[src/design/pmc_defs.svh]
// Function
// [RULE1] Pin readback register shows memory D7, system D2, panel D0 power pin levels.
// [RULE2] Doze code 0 off, 1-8 eighth seconds, 9-15 two to fourteen seconds.
// [RULE3] Sleep code resets to zero meaning off; 1-15 select whole minutes.
// [RULE4] Suspend code zero is off; 1-15 select whole minutes.
// [RULE5] Activity flags set on source activity even when that source is masked.
// [RULE6] Reading activity flags clears them; bit map 7,6,5,3,2,1,0.
// [RULE7] I/O window flag sets on I/O access inside configured window.
// [RULE8] Writing one clears an NMI pending bit; writing zero leaves it.
// [RULE9] NMI output held active while global block is zero and any source pending; the code needs a pending source whose mask bit is clear.
// [RULE10] A source with its mask bit set never raises the NMI.
// [RULE11] Restart waits none, 62.5, 125 or 250 ms after supply good; reset 250.
// [RULE12] Low battery beep enable gives one beep when a wake request is ignored.
// [RULE13] Power good beep enable gives two beeps when a wake is cancelled.
// [RULE14] Wake inhibit drops wake requests while low battery input is active.
// [RULE15] Low battery cancel aborts wake if first low battery rises before supply good.
// [RULE16] Power good cancel aborts wake if supply good absent one second after power.
// [RULE17] Clock halt conditions act only while the master enable bit is one.
// [RULE18] Halt on bus grant stops CPU clock while refresh or display holds bus.
// [RULE19] Halt on expansion cycle stops clock from cycle start until internal ready.
// [RULE20] Halt on CPU halt stops clock until interrupt, NMI or hold request.
// [RULE21] I/O window throttle mask resets to one; zero makes window hits throttle activity.
// [RULE22] Window is 16 bytes when size bit zero, 8 when one, on address bits 9..3.
// [RULE23] Global NMI block resets to one and blocks delivery, not pending capture.
// [RULE24] Idle timers restart on unmasked activity and expire after a quiet interval.
`ifndef PMC_DEFS_SVH
`define PMC_DEFS_SVH

// Register indices; the byte address is four times the index.
`define PMC_IDX_NMI_MASK 10'h0C4
`define PMC_IDX_IO_WINDOW 10'h0C5
`define PMC_IDX_PIN_READBACK 10'h0CB
`define PMC_IDX_DOZE 10'h0CC
`define PMC_IDX_SLEEP 10'h0CD
`define PMC_IDX_SUSPEND 10'h0CE
`define PMC_IDX_ACTIVITY 10'h0DB
`define PMC_IDX_NMI_PENDING 10'h0DC
`define PMC_IDX_RESUME 10'h0DD
`define PMC_IDX_CLOCK_STOP 10'h0DE
`define PMC_IDX_THROTTLE_MASK 10'h0DF

// Writable bit masks and reset values.
`define PMC_MASK_TIMER 8'h0F
`define PMC_MASK_NMI_MASK 8'hBE
`define PMC_MASK_RESUME 8'hFE
`define PMC_MASK_CLOCK_STOP 8'h87
`define PMC_MASK_THROTTLE 8'h80
`define PMC_RST_NMI_MASK 8'hBE
`define PMC_RST_RESUME 8'hC0
`define PMC_RST_THROTTLE 8'h80

// Field positions.
`define PMC_BIT_MEMORY_PIN 7
`define PMC_BIT_SYSTEM_PIN 2
`define PMC_BIT_PANEL_PIN 0
`define PMC_BIT_GLOBAL_NMI_BLOCK 7
`define PMC_BIT_WINDOW_SIZE 7
`define PMC_BIT_BEEP_LB 5
`define PMC_BIT_BEEP_PWG 4
`define PMC_BIT_WAKE_INHIBIT 3
`define PMC_BIT_LB_CANCEL 2
`define PMC_BIT_PWG_CANCEL 1
`define PMC_BIT_HALT_ENABLE 7
`define PMC_BIT_HALT_GRANT 2
`define PMC_BIT_HALT_EXPANSION 1
`define PMC_BIT_HALT_CPU 0
`define PMC_BIT_WINDOW_THROTTLE 7

// Timing, in nanoseconds, the clock period, and timer scale counts.
`define PMC_CLK_NS 20
`define PMC_EIGHTH_NS 125000000
`define PMC_DELAY1_NS 62500000
`define PMC_DELAY2_NS 125000000
`define PMC_DELAY3_NS 250000000
`define PMC_PWG_TIMEOUT_NS 1000000000
`define PMC_EIGHTHS_PER_MIN 16'h01E0
`define PMC_DOZE_FINE_LAST 16'h0008

`define PMC_RESP_OKAY 2'h0
`define PMC_RESP_SLVERR 2'h2

`endif

[src/design/pmc_pkg.sv]
package pmc_pkg;

  typedef enum logic [1:0] {
    RS_OFF,
    RS_POWER_UP,
    RS_DELAY,
    RS_ON
  } pmc_resume_e;

  typedef logic [9:0] pmc_index_t;

endpackage

[src/design/pmc_top.sv]
// Added by the designer: the AXI4-Lite interface to the registers.
`timescale 1ns/10ps
`include "pmc_defs.svh"

module pmc_top
  import pmc_pkg::*;
#(
  parameter int ADDR_W = 12,
  parameter int unsigned EIGHTH_CYC = `PMC_EIGHTH_NS / `PMC_CLK_NS,
  parameter int unsigned DELAY1_CYC = `PMC_DELAY1_NS / `PMC_CLK_NS,
  parameter int unsigned DELAY2_CYC = `PMC_DELAY2_NS / `PMC_CLK_NS,
  parameter int unsigned DELAY3_CYC = `PMC_DELAY3_NS / `PMC_CLK_NS,
  parameter int unsigned PWG_TIMEOUT_CYC = `PMC_PWG_TIMEOUT_NS / `PMC_CLK_NS
) (
  // Clock and reset
  input wire logic clk,
  input wire logic rst_n,
  // AXI4-Lite slave
  input wire logic [ADDR_W-1:0] s_axi_awaddr,
  input wire logic s_axi_awvalid,
  output logic s_axi_awready,
  input wire logic [31:0] s_axi_wdata,
  input wire logic [3:0] s_axi_wstrb,
  input wire logic s_axi_wvalid,
  output logic s_axi_wready,
  output logic [1:0] s_axi_bresp,
  output logic s_axi_bvalid,
  input wire logic s_axi_bready,
  input wire logic [ADDR_W-1:0] s_axi_araddr,
  input wire logic s_axi_arvalid,
  output logic s_axi_arready,
  output logic [31:0] s_axi_rdata,
  output logic [1:0] s_axi_rresp,
  output logic s_axi_rvalid,
  input wire logic s_axi_rready,
  // Power pin levels
  input wire logic memoryPowerPin,
  input wire logic systemPowerPin,
  input wire logic panelPowerPin,
  // Activity sources
  input wire logic ioCycle,
  input wire logic [9:0] ioAddr,
  input wire logic videoAccess,
  input wire logic diskAccess,
  input wire logic serialAccess,
  input wire logic cardAccess,
  input wire logic keyboardAccess,
  input wire logic pinSelectAccess,
  // NMI sources
  input wire logic sleepWakeEvent,
  input wire logic firstLowBatteryInput,
  input wire logic secondLowBatteryInput,
  input wire logic externalPinInput,
  // Resume sequencing
  input wire logic resumeRequest,
  input wire logic suspendRequest,
  input wire logic lowBatteryInput,
  input wire logic supplyGoodInput,
  // CPU clock stop sources
  input wire logic haltCycle,
  input wire logic busGranted,
  input wire logic expansionStart,
  input wire logic internalReady,
  input wire logic interruptRequest,
  input wire logic busHoldRequest,
  // Outputs
  output logic nmiOut,
  output logic throttleActivity,
  output logic dozeExpired,
  output logic sleepExpired,
  output logic suspendExpired,
  output logic systemPowerRequest,
  output logic cpuRestart,
  output logic beepOnce,
  output logic beepTwice,
  output logic cpuClockStop
);

  function automatic pmc_index_t regIndex(input logic [ADDR_W-1:0] addr);
    regIndex = addr[11:2];
  endfunction

  // Eighth-second ticks to expiry for a doze code.
  function automatic logic [15:0] dozeTarget(input logic [3:0] code);
    dozeTarget = (code <= `PMC_DOZE_FINE_LAST) ? {12'h0, code} : // RULE2
                 ({12'h0, code} - `PMC_DOZE_FINE_LAST) << 4;
  endfunction

  function automatic logic [15:0] minuteTarget(input logic [3:0] code);
    minuteTarget = {12'h000, code} * `PMC_EIGHTHS_PER_MIN;
  endfunction

  function automatic logic [31:0] restartCycles(input logic [1:0] sel);
    case (sel)
      2'h0: restartCycles = 32'h0;
      2'h1: restartCycles = DELAY1_CYC;
      2'h2: restartCycles = DELAY2_CYC;
      default: restartCycles = DELAY3_CYC;
    endcase
  endfunction

  logic [7:0] nmiMaskReg, ioWindowReg, dozeReg, sleepReg, suspendReg;
  logic [7:0] activityReg, nmiPendingReg, resumeReg, clockStopReg, throttleReg;
  logic awHeld, wHeld;
  logic [ADDR_W-1:0] awAddrHeld;
  logic [31:0] wDataHeld;
  logic [3:0] wStrbHeld;
  logic doWrite, doRead;
  pmc_index_t wIdx, rIdx;
  logic [7:0] readValue;
  logic readHit, writeHit;

  assign doWrite = awHeld && wHeld && !s_axi_bvalid;
  assign doRead = s_axi_arvalid && s_axi_arready;
  assign wIdx = regIndex(awAddrHeld);
  assign rIdx = regIndex(s_axi_araddr);

  // Write channel: address and data are taken in either order.
  always_ff @(posedge clk or negedge rst_n) begin
    if (!rst_n) begin
      s_axi_awready <= 1'b1;
      s_axi_wready <= 1'b1;
      awHeld <= 1'b0;
      wHeld <= 1'b0;
      awAddrHeld <= '0;
      wDataHeld <= 32'h0;
      wStrbHeld <= 4'h0;
      s_axi_bvalid <= 1'b0;
      s_axi_bresp <= `PMC_RESP_OKAY;
    end else begin
      if (s_axi_awvalid && s_axi_awready) begin
        awAddrHeld <= s_axi_awaddr;
        awHeld <= 1'b1;
        s_axi_awready <= 1'b0;
      end
      if (s_axi_wvalid && s_axi_wready) begin
        wDataHeld <= s_axi_wdata;
        wStrbHeld <= s_axi_wstrb;
        wHeld <= 1'b1;
        s_axi_wready <= 1'b0;
      end
      if (doWrite) begin
        awHeld <= 1'b0;
        wHeld <= 1'b0;
        s_axi_bvalid <= 1'b1;
        s_axi_bresp <= writeHit ? `PMC_RESP_OKAY : `PMC_RESP_SLVERR;
      end
      if (s_axi_bvalid && s_axi_bready) begin
        s_axi_bvalid <= 1'b0;
        s_axi_awready <= 1'b1;
        s_axi_wready <= 1'b1;
      end
    end
  end

  // The readback register is read-only, so a write to it is refused.
  assign writeHit = (wIdx == `PMC_IDX_NMI_MASK) || (wIdx == `PMC_IDX_IO_WINDOW) ||
                    (wIdx >= `PMC_IDX_DOZE && wIdx <= `PMC_IDX_SUSPEND) ||
                    (wIdx >= `PMC_IDX_ACTIVITY && wIdx <= `PMC_IDX_THROTTLE_MASK);

  logic byteWrite;
  assign byteWrite = doWrite && wStrbHeld[0];

  always_ff @(posedge clk or negedge rst_n) begin
    if (!rst_n) begin
      nmiMaskReg <= `PMC_RST_NMI_MASK; // RULE23
      ioWindowReg <= 8'h00;
      dozeReg <= 8'h00;
      sleepReg <= 8'h00; // RULE3
      suspendReg <= 8'h00;
      resumeReg <= `PMC_RST_RESUME; // RULE11
      clockStopReg <= 8'h00;
      throttleReg <= `PMC_RST_THROTTLE; // RULE21
    end else if (byteWrite) begin
      if (wIdx == `PMC_IDX_NMI_MASK) begin
        nmiMaskReg <= wDataHeld[7:0] & `PMC_MASK_NMI_MASK;
      end else if (wIdx == `PMC_IDX_IO_WINDOW) begin
        ioWindowReg <= wDataHeld[7:0];
      end else if (wIdx == `PMC_IDX_DOZE) begin
        dozeReg <= wDataHeld[7:0] & `PMC_MASK_TIMER;
      end else if (wIdx == `PMC_IDX_SLEEP) begin
        sleepReg <= wDataHeld[7:0] & `PMC_MASK_TIMER;
      end else if (wIdx == `PMC_IDX_SUSPEND) begin
        suspendReg <= wDataHeld[7:0] & `PMC_MASK_TIMER;
      end else if (wIdx == `PMC_IDX_RESUME) begin
        resumeReg <= wDataHeld[7:0] & `PMC_MASK_RESUME;
      end else if (wIdx == `PMC_IDX_CLOCK_STOP) begin
        clockStopReg <= wDataHeld[7:0] & `PMC_MASK_CLOCK_STOP;
      end else if (wIdx == `PMC_IDX_THROTTLE_MASK) begin
        throttleReg <= wDataHeld[7:0] & `PMC_MASK_THROTTLE;
      end
    end
  end

  // Read mux; reserved bits read as zero because they are never stored.
  always_comb begin
    readValue = 8'h00;
    readHit = 1'b1;
    if (rIdx == `PMC_IDX_NMI_MASK) begin
      readValue = nmiMaskReg;
    end else if (rIdx == `PMC_IDX_IO_WINDOW) begin
      readValue = ioWindowReg;
    end else if (rIdx == `PMC_IDX_PIN_READBACK) begin
      readValue[`PMC_BIT_MEMORY_PIN] = memoryPowerPin; // RULE1
      readValue[`PMC_BIT_SYSTEM_PIN] = systemPowerPin; // RULE1
      readValue[`PMC_BIT_PANEL_PIN] = panelPowerPin; // RULE1
    end else if (rIdx == `PMC_IDX_DOZE) begin
      readValue = dozeReg;
    end else if (rIdx == `PMC_IDX_SLEEP) begin
      readValue = sleepReg;
    end else if (rIdx == `PMC_IDX_SUSPEND) begin
      readValue = suspendReg;
    end else if (rIdx == `PMC_IDX_ACTIVITY) begin
      readValue = activityReg;
    end else if (rIdx == `PMC_IDX_NMI_PENDING) begin
      readValue = nmiPendingReg;
    end else if (rIdx == `PMC_IDX_RESUME) begin
      readValue = resumeReg;
    end else if (rIdx == `PMC_IDX_CLOCK_STOP) begin
      readValue = clockStopReg;
    end else if (rIdx == `PMC_IDX_THROTTLE_MASK) begin
      readValue = throttleReg;
    end else begin
      readHit = 1'b0;
    end
  end

  always_ff @(posedge clk or negedge rst_n) begin
    if (!rst_n) begin
      s_axi_arready <= 1'b1;
      s_axi_rvalid <= 1'b0;
      s_axi_rdata <= 32'h0;
      s_axi_rresp <= `PMC_RESP_OKAY;
    end else begin
      if (doRead) begin
        s_axi_arready <= 1'b0;
        s_axi_rvalid <= 1'b1;
        s_axi_rdata <= {24'h0, readValue};
        s_axi_rresp <= readHit ? `PMC_RESP_OKAY : `PMC_RESP_SLVERR;
      end else if (s_axi_rvalid && s_axi_rready) begin
        s_axi_rvalid <= 1'b0;
        s_axi_arready <= 1'b1;
      end
    end
  end

  // I/O window match on address bits 9..3; bit 0 of the start is ignored for 16 bytes.
  logic windowHit, windowActivity, anyActivity;
  always_comb begin
    if (ioWindowReg[`PMC_BIT_WINDOW_SIZE]) begin
      windowHit = ioCycle && (ioAddr[9:3] == ioWindowReg[6:0]); // RULE22
    end else begin
      windowHit = ioCycle && (ioAddr[9:4] == ioWindowReg[6:1]); // RULE22
    end
  end

  assign windowActivity = windowHit && !throttleReg[`PMC_BIT_WINDOW_THROTTLE]; // RULE21
  // Only the window has a mask here; the other sources always count as activity.
  assign anyActivity = windowActivity || videoAccess || diskAccess || serialAccess ||
                       cardAccess || keyboardAccess || pinSelectAccess;

  logic [7:0] activitySet;
  logic activityReadClear;
  assign activitySet = {windowHit, videoAccess, diskAccess, 1'b0, serialAccess,
                        cardAccess, keyboardAccess, pinSelectAccess}; // RULE5 RULE7
  assign activityReadClear = doRead && (rIdx == `PMC_IDX_ACTIVITY);

  // A flag set in the same cycle as the clearing read survives for the next read.
  always_ff @(posedge clk or negedge rst_n) begin
    if (!rst_n) begin
      activityReg <= 8'h00;
    end else if (activityReadClear) begin
      activityReg <= activitySet; // RULE6
    end else begin
      activityReg <= activityReg | activitySet; // RULE5
    end
  end

  always_ff @(posedge clk or negedge rst_n) begin
    if (!rst_n) begin
      throttleActivity <= 1'b0;
    end else begin
      throttleActivity <= windowActivity; // RULE21
    end
  end

  // Eighth-second tick shared by all idle timers.
  logic [31:0] tickCount;
  logic eighthTick;
  assign eighthTick = (tickCount == EIGHTH_CYC - 1);
  always_ff @(posedge clk or negedge rst_n) begin
    if (!rst_n) begin
      tickCount <= 32'h0;
    end else if (eighthTick) begin
      tickCount <= 32'h0;
    end else begin
      tickCount <= tickCount + 32'h1;
    end
  end

  logic [15:0] timerTarget [3];
  logic [15:0] timerCount [3];
  logic [2:0] timerExpired, timerFire;
  assign timerTarget[0] = dozeTarget(dozeReg[3:0]); // RULE2
  assign timerTarget[1] = minuteTarget(sleepReg[3:0]); // RULE3
  assign timerTarget[2] = minuteTarget(suspendReg[3:0]); // RULE4

  genvar t;
  generate
    for (t = 0; t < 3; t++) begin : g_timer
      assign timerFire[t] = eighthTick && !anyActivity && !timerExpired[t] &&
                            (timerTarget[t] != 16'h0000) &&
                            (timerCount[t] + 16'h0001 >= timerTarget[t]);
      always_ff @(posedge clk or negedge rst_n) begin
        if (!rst_n) begin
          timerCount[t] <= 16'h0000;
          timerExpired[t] <= 1'b0;
        end else if (anyActivity || timerTarget[t] == 16'h0000) begin
          timerCount[t] <= 16'h0000; // RULE24
          timerExpired[t] <= 1'b0;
        end else if (timerFire[t]) begin
          timerExpired[t] <= 1'b1; // RULE24
        end else if (eighthTick && !timerExpired[t]) begin
          timerCount[t] <= timerCount[t] + 16'h0001;
        end
      end
    end
  endgenerate

  assign dozeExpired = timerExpired[0];
  assign sleepExpired = timerExpired[1];
  assign suspendExpired = timerExpired[2];

  // NMI pending capture ignores all masks; delivery is gated separately.
  logic lb1Prev, lb2Prev, extPrev;
  logic [7:0] nmiSet, nmiClear;
  always_ff @(posedge clk or negedge rst_n) begin
    if (!rst_n) begin
      {lb1Prev, lb2Prev, extPrev} <= 3'h0;
    end else begin
      {lb1Prev, lb2Prev, extPrev} <= {firstLowBatteryInput, secondLowBatteryInput,
                                      externalPinInput};
    end
  end

  assign nmiSet = {1'b0, sleepWakeEvent, timerFire[2], timerFire[1],
                   secondLowBatteryInput && !lb2Prev, firstLowBatteryInput && !lb1Prev,
                   externalPinInput && !extPrev, 1'b0}; // RULE23
  assign nmiClear = (byteWrite && wIdx == `PMC_IDX_NMI_PENDING) ?
                    wDataHeld[7:0] : 8'h00;

  always_ff @(posedge clk or negedge rst_n) begin
    if (!rst_n) begin
      nmiPendingReg <= 8'h00;
    end else begin
      nmiPendingReg <= (nmiPendingReg & ~nmiClear) | nmiSet; // RULE8
    end
  end

  always_ff @(posedge clk or negedge rst_n) begin
    if (!rst_n) begin
      nmiOut <= 1'b0;
    end else begin
      nmiOut <= !nmiMaskReg[`PMC_BIT_GLOBAL_NMI_BLOCK] && // RULE9 RULE23
                (|(nmiPendingReg & ~nmiMaskReg)); // RULE10
    end
  end

  // Resume sequencer. The system starts out running after reset.
  pmc_resume_e resumeState;
  logic [31:0] resumeCount;
  always_ff @(posedge clk or negedge rst_n) begin
    if (!rst_n) begin
      resumeState <= RS_ON;
      resumeCount <= 32'h0000_0000;
      systemPowerRequest <= 1'b1;
      cpuRestart <= 1'b0;
      beepOnce <= 1'b0;
      beepTwice <= 1'b0;
    end else begin
      cpuRestart <= 1'b0;
      beepOnce <= 1'b0;
      beepTwice <= 1'b0;
      case (resumeState)
        RS_OFF: begin
          if (resumeRequest) begin
            if (resumeReg[`PMC_BIT_WAKE_INHIBIT] && lowBatteryInput) begin
              beepOnce <= resumeReg[`PMC_BIT_BEEP_LB]; // RULE12 RULE14
            end else begin
              resumeState <= RS_POWER_UP;
              resumeCount <= 32'h0000_0000;
              systemPowerRequest <= 1'b1;
            end
          end
        end
        RS_POWER_UP: begin
          if ((resumeReg[`PMC_BIT_LB_CANCEL] && firstLowBatteryInput && !lb1Prev) || // RULE15
              (!supplyGoodInput && resumeReg[`PMC_BIT_PWG_CANCEL] && // RULE16
               resumeCount >= PWG_TIMEOUT_CYC - 1)) begin
            resumeState <= RS_OFF;
            systemPowerRequest <= 1'b0;
            beepTwice <= resumeReg[`PMC_BIT_BEEP_PWG]; // RULE13
          end else if (supplyGoodInput) begin
            resumeCount <= 32'h0;
            if (resumeReg[7:6] == 2'h0) begin
              resumeState <= RS_ON; // RULE11
              cpuRestart <= 1'b1;
            end else begin
              resumeState <= RS_DELAY;
            end
          end else if (resumeCount < PWG_TIMEOUT_CYC) begin
            resumeCount <= resumeCount + 32'h1;
          end
        end
        RS_DELAY: begin
          if (resumeCount + 32'h1 >= restartCycles(resumeReg[7:6])) begin
            resumeState <= RS_ON; // RULE11
            cpuRestart <= 1'b1;
          end else begin
            resumeCount <= resumeCount + 32'h1;
          end
        end
        default: begin
          if (suspendRequest) begin
            resumeState <= RS_OFF;
            systemPowerRequest <= 1'b0;
          end
        end
      endcase
    end
  end

  // CPU clock stop. The halt stop is released by a wake event, never re-armed by it.
  logic haltStopped, expansionStopped, stopEnable, wakeCpu;
  assign stopEnable = clockStopReg[`PMC_BIT_HALT_ENABLE]; // RULE17
  assign wakeCpu = interruptRequest || nmiOut || busHoldRequest;
  always_ff @(posedge clk or negedge rst_n) begin
    if (!rst_n) begin
      haltStopped <= 1'b0;
      expansionStopped <= 1'b0;
      cpuClockStop <= 1'b0;
    end else begin
      if (wakeCpu || !stopEnable || !clockStopReg[`PMC_BIT_HALT_CPU]) begin
        haltStopped <= 1'b0; // RULE20
      end else if (haltCycle) begin
        haltStopped <= 1'b1; // RULE20
      end
      if (internalReady || !stopEnable || !clockStopReg[`PMC_BIT_HALT_EXPANSION]) begin
        expansionStopped <= 1'b0; // RULE19
      end else if (expansionStart) begin
        expansionStopped <= 1'b1; // RULE19
      end
      cpuClockStop <= stopEnable && (haltStopped || expansionStopped || // RULE17
                      (clockStopReg[`PMC_BIT_HALT_GRANT] && busGranted)); // RULE18
    end
  end

endmodule

[config.mk]
export PLATFORM = sky130hd
export DESIGN_NAME = pmc_top
export DESIGN_NICKNAME = d
export VERILOG_FILES = /design/src/design/pmc_pkg.sv /design/src/design/pmc_top.sv
export VERILOG_INCLUDE_DIRS = /design/src /design/src/design
export SDC_FILE = /design/constraint.sdc
export NUM_CORES = 1
export LEC_CHECK = 0
export BUFFER_PORTS_ARGS = -buffer_cell sky130_fd_sc_hd__clkbuf_2
export CAP_MARGIN = 20
export CELL_PAD_IN_SITES_DETAIL_PLACEMENT = 1
export CELL_PAD_IN_SITES_GLOBAL_PLACEMENT = 1
export CORE_ASPECT_RATIO = 1.25
export CORE_MARGIN = 4
export CORE_UTILIZATION = 50
export DETAILED_ROUTE_END_ITERATION = 12
export GPL_TIMING_DRIVEN = 0
export PLACE_DENSITY = 0.85
export SYNTH_ARGS = -nofsm -noshare
export SYNTH_HDL_FRONTEND = slang
export SYNTH_SLANG_ARGS = --single-unit
export TNS_END_PERCENT = 1
[constraint.sdc]
create_clock -name clk -period 15.23 [get_ports clk]
set_input_delay 3.046 -clock clk [delete_from_list [all_inputs] [get_ports clk]]
set_output_delay 3.046 -clock clk [all_outputs]
set_load 0.02 [all_outputs]
==> summary.txt <==
Yosys
  • Asr flop ratio synth: 100%
  • Synth cell count leaders: 203 x dfrtp_1, 158 x nand2_1, 90 x ha_1, 85 x nor2_1, 70 x inv_1
  • Top post-synthesis cells by area: dfrtp_1 36%, ha_1 8.1%, mux2_2 4.9%
  • Gate Count Post-Synth: 1445
  • Yosys Warn Count: 0
  • Flop and latch count out of synthesis: 218
  • Syn Std Cell Area: 14000 µm²
  • Syn avg cell area: 9.65 µm²
  • Ys flop type: dfrtp_1
  • Post-synth EDFFs: 0
  • Sequential share of the synthesized area: 39.2%
  • Leading area contributor after synthesis: dfrtp_1
  • Count leader, synth: dfrtp_1
  • Area share of the largest cell type after synthesis: 36.4%
  • Synth cell types: 83

Cells and area
  • Fin util: 57.9%
  • Number of fill cells in the layout: 3132
  • Final Net Count: 1803
  • Share of cells above drive strength 1: 16.6%
  • Synthesis-to-layout area growth: 14.4%

Pwr
  • P_leak: 7.19 nW
  • Power density cells: 107 nW/µm²
  • VDD IR max: 0.000114 V

Placement
  • IO buf count: 90
  • DP Wirelength: 30900 µm
  • Final RePlAce weighted congestion: 0.859

Critical path
  • Crit path kind: reg -> reg
  • Worst-path fanout max: 10
  • CP arrival: 6.22 ns
  • Setup crit start kind: flip-flop
  • Crit path required time: 15.64 ns
  • Setup crit end kind: flip-flop

Detailed routing
  • Routed len/inst: 21.7 µm
  • DRT Pass-1 Iters: 7
  • Vias: 12027
  • ANT nets after route: 0
  • Iter 0 DRT Violations: 501
  • DRT Wirelength: 42800 µm
  • Vias per cell: 6.10
  • # DRC: 0

Floorplanning
  • Die footprint: 30700 µm²
  • Rows: 68
  • Core ar.: 27600 µm²
  • Initial Utilization: 50.6%
  • Die X: 157 µm
  • Total I/O pin count: 152
  • Die Y-Extent: 195 µm

Global routing
  • Vias in the first global route: 13142
  • Gr usage total: 27.6%
  • Initial antenna violation count: 1
  • Pin count of the biggest net entering global routing: 112
  • First-pass GRT wire length: 68600 µm
  • Congestion Overflow GR: 0

STA
  • Final-report hold violation count: 0
  • Setup TNS: 0 ns
  • Slew Viols, Final: 0
  • Slew Limit Headroom: 25.9%
  • Skew final: 0.0104 ns
  • RSZ-0062 raised after global routing: no
  • Fin crit period: 5.81 ns
  • Tightest Pin Transition: 1.10 ns
  • Top achievable clock speed: 172 MHz
  • Fin crit share: 38.2%
  • Final setup viols: 0

CTS
  • Num CTS Buffers: 25
  • # hold bufs at CTS: 0
  • Clk root buf: clkbuf_16
  • CTS sink count: 218
  • CTS tree: yes
  • Htree depth: 1
  • Post_cts resized: 0
  • Max clock buf depth: 3
  • Setup Buffers After CTS: 0
  • CTS clk-pin slew, worst paths: 0.06 ns
  • Worst-Skew Late Latency: 0.54 ns

Run status
  • Status: finished, final reports clean

Run
  • Max-Cap Viols: 0

Worst hold path
  • HP Class: reg -> reg
## path summary, 6_finish.rpt
| path | from | to | slack [ns] | depth (start not counted) |
|---|---|---|---|---|
| min reg2reg | tickCount[8] | tickCount[8] | 0.49 | 1 |
| max reg2reg | suspendReg[1] | timerCount[10] | 9.42 | 15 |
| min in group asynchronous | rst_n | resumeCount[26] | 2.32 | 1 |
| max in group asynchronous | rst_n | timerCount[25] | 12.15 | 2 |
| min | tickCount[8] | tickCount[8] | 0.49 | 1 |
| max | suspendReg[1] | timerCount[10] | 9.42 | 15 |
## logic make-up after synthesis
| kind of cell | count (synthesis) | share of synthesized area (%) |
|---|---|---|
| multiplexers | 95 | 7.36 |
| other | 2 | 0.0538 |
| AO/OA/AOI/OAI | 250 | 12.9 |
| buffers and inverters | 140 | 4.64 |
| XOR/XNOR | 91 | 5.71 |
| adder cells (fa/ha/maj) | 100 | 9.51 |
| flip-flops | 218 | 39.2 |
| AND/OR/NAND/NOR | 549 | 20.6 |
## cell type report
type | instances | area [µm²] | share of cell area (%)
multi-input combinational | 1120 | 7950 | 49.8
sequential | 218 | 5470 | 34.3
clock buffer | 31 | 688 | 4.31
timing repair buffer | 97 | 539 | 3.38
tap | 350 | 438 | 2.74
buffer | 70 | 384 | 2.41
inverter | 70 | 263 | 1.65
clock inverter | 15 | 216 | 1.36
antenna | 1 | 2.50 | 0.0157
## cell usage in the layout (no fill, tap or decap), drive strengths merged, types with 32 or more instances in the layout
| master | Yosys | routed |
|---|---|---|
| a21oi | 46 | 46 |
| conb | 2 | 35 |
| ha | 90 | 90 |
| nand2b | 32 | 32 |
| clkbuf | 38 | 160 |
| nand3 | 61 | 61 |
| buf | 32 | 38 |
| nor2 | 85 | 85 |
| dfrtp | 203 | 203 |
| o21ai | 35 | 35 |
| xor2 | 34 | 34 |
| mux2 | 61 | 61 |
| nand2 | 158 | 158 |
| mux2i | 34 | 34 |
| inv | 70 | 72 |
| xnor2 | 57 | 57 |
## worst max-delay path: stages, from the launching register on
cell	delay, ns
dfrtp_1	0.57
fa_1	0.54
fa_1	0.55
fa_1	0.49
a21o_1	0.20
a21oi_1	0.26
xnor2_1	0.20
inv_1	0.08
ha_1	0.30
and3_1	0.18
a221o_1	0.36
a2111oi_0	0.63
o2111ai_1	0.57
clkbuf_1	0.40
o211ai_1	0.26
o31ai_1	0.10
## report_power, final
part	leakage [nW]	total [mW]	switching, mW	internal (mW)
sequential	2.85	0.705	0.0707	0.634
combinational	3.90	0.336	0.212	0.124
clock	0.443	0.668	0.261	0.407
total	7.19	1.71	0.543	1.16
## layer usage
metal / routed length [µm] / global-route usage [%]
met3: 2160 / 4.32
met2: 21600 / 48.5
met1: 16600 / 32.5
met5: 0 / 0
met4: 2450 / 13.6
## per-stage QoR
stage | cells | total power [mW] | hold WS (ns) | area (µm²) | worst slack, ns
finish | 1972 | 1.71 | 0.493 | 16000 | 9.42
floorplan | 1478 | 0.900 | 0.447 | 14100 | 10.09
CTS | 1969 | 1.72 | 0.490 | 15900 | 9.50
global route | 1972 | 1.78 | 0.510 | 16000 | 9.08
global placement | 1918 | 1.02 | 0.460 | 15000 | 6.67
detailed placement | 1923 | 1.04 | 0.475 | 15000 | 9.07
## state kept, by name, summed over array words and instances, names as in the netlist, 2 cells and up
signal	cells
timerCount	48
clockStopReg	4
nmiMaskReg	6
suspendReg	4
resumeReg	7
ioWindowReg	8
resumeCount	32
dozeReg	4
nmiPendingReg	8
awAddrHeld	10
s_axi_rdata	8
activityReg	7
wDataHeld	8
tickCount	32
resumeState	2
sleepReg	4
Power figures use the tool's default switching activity.
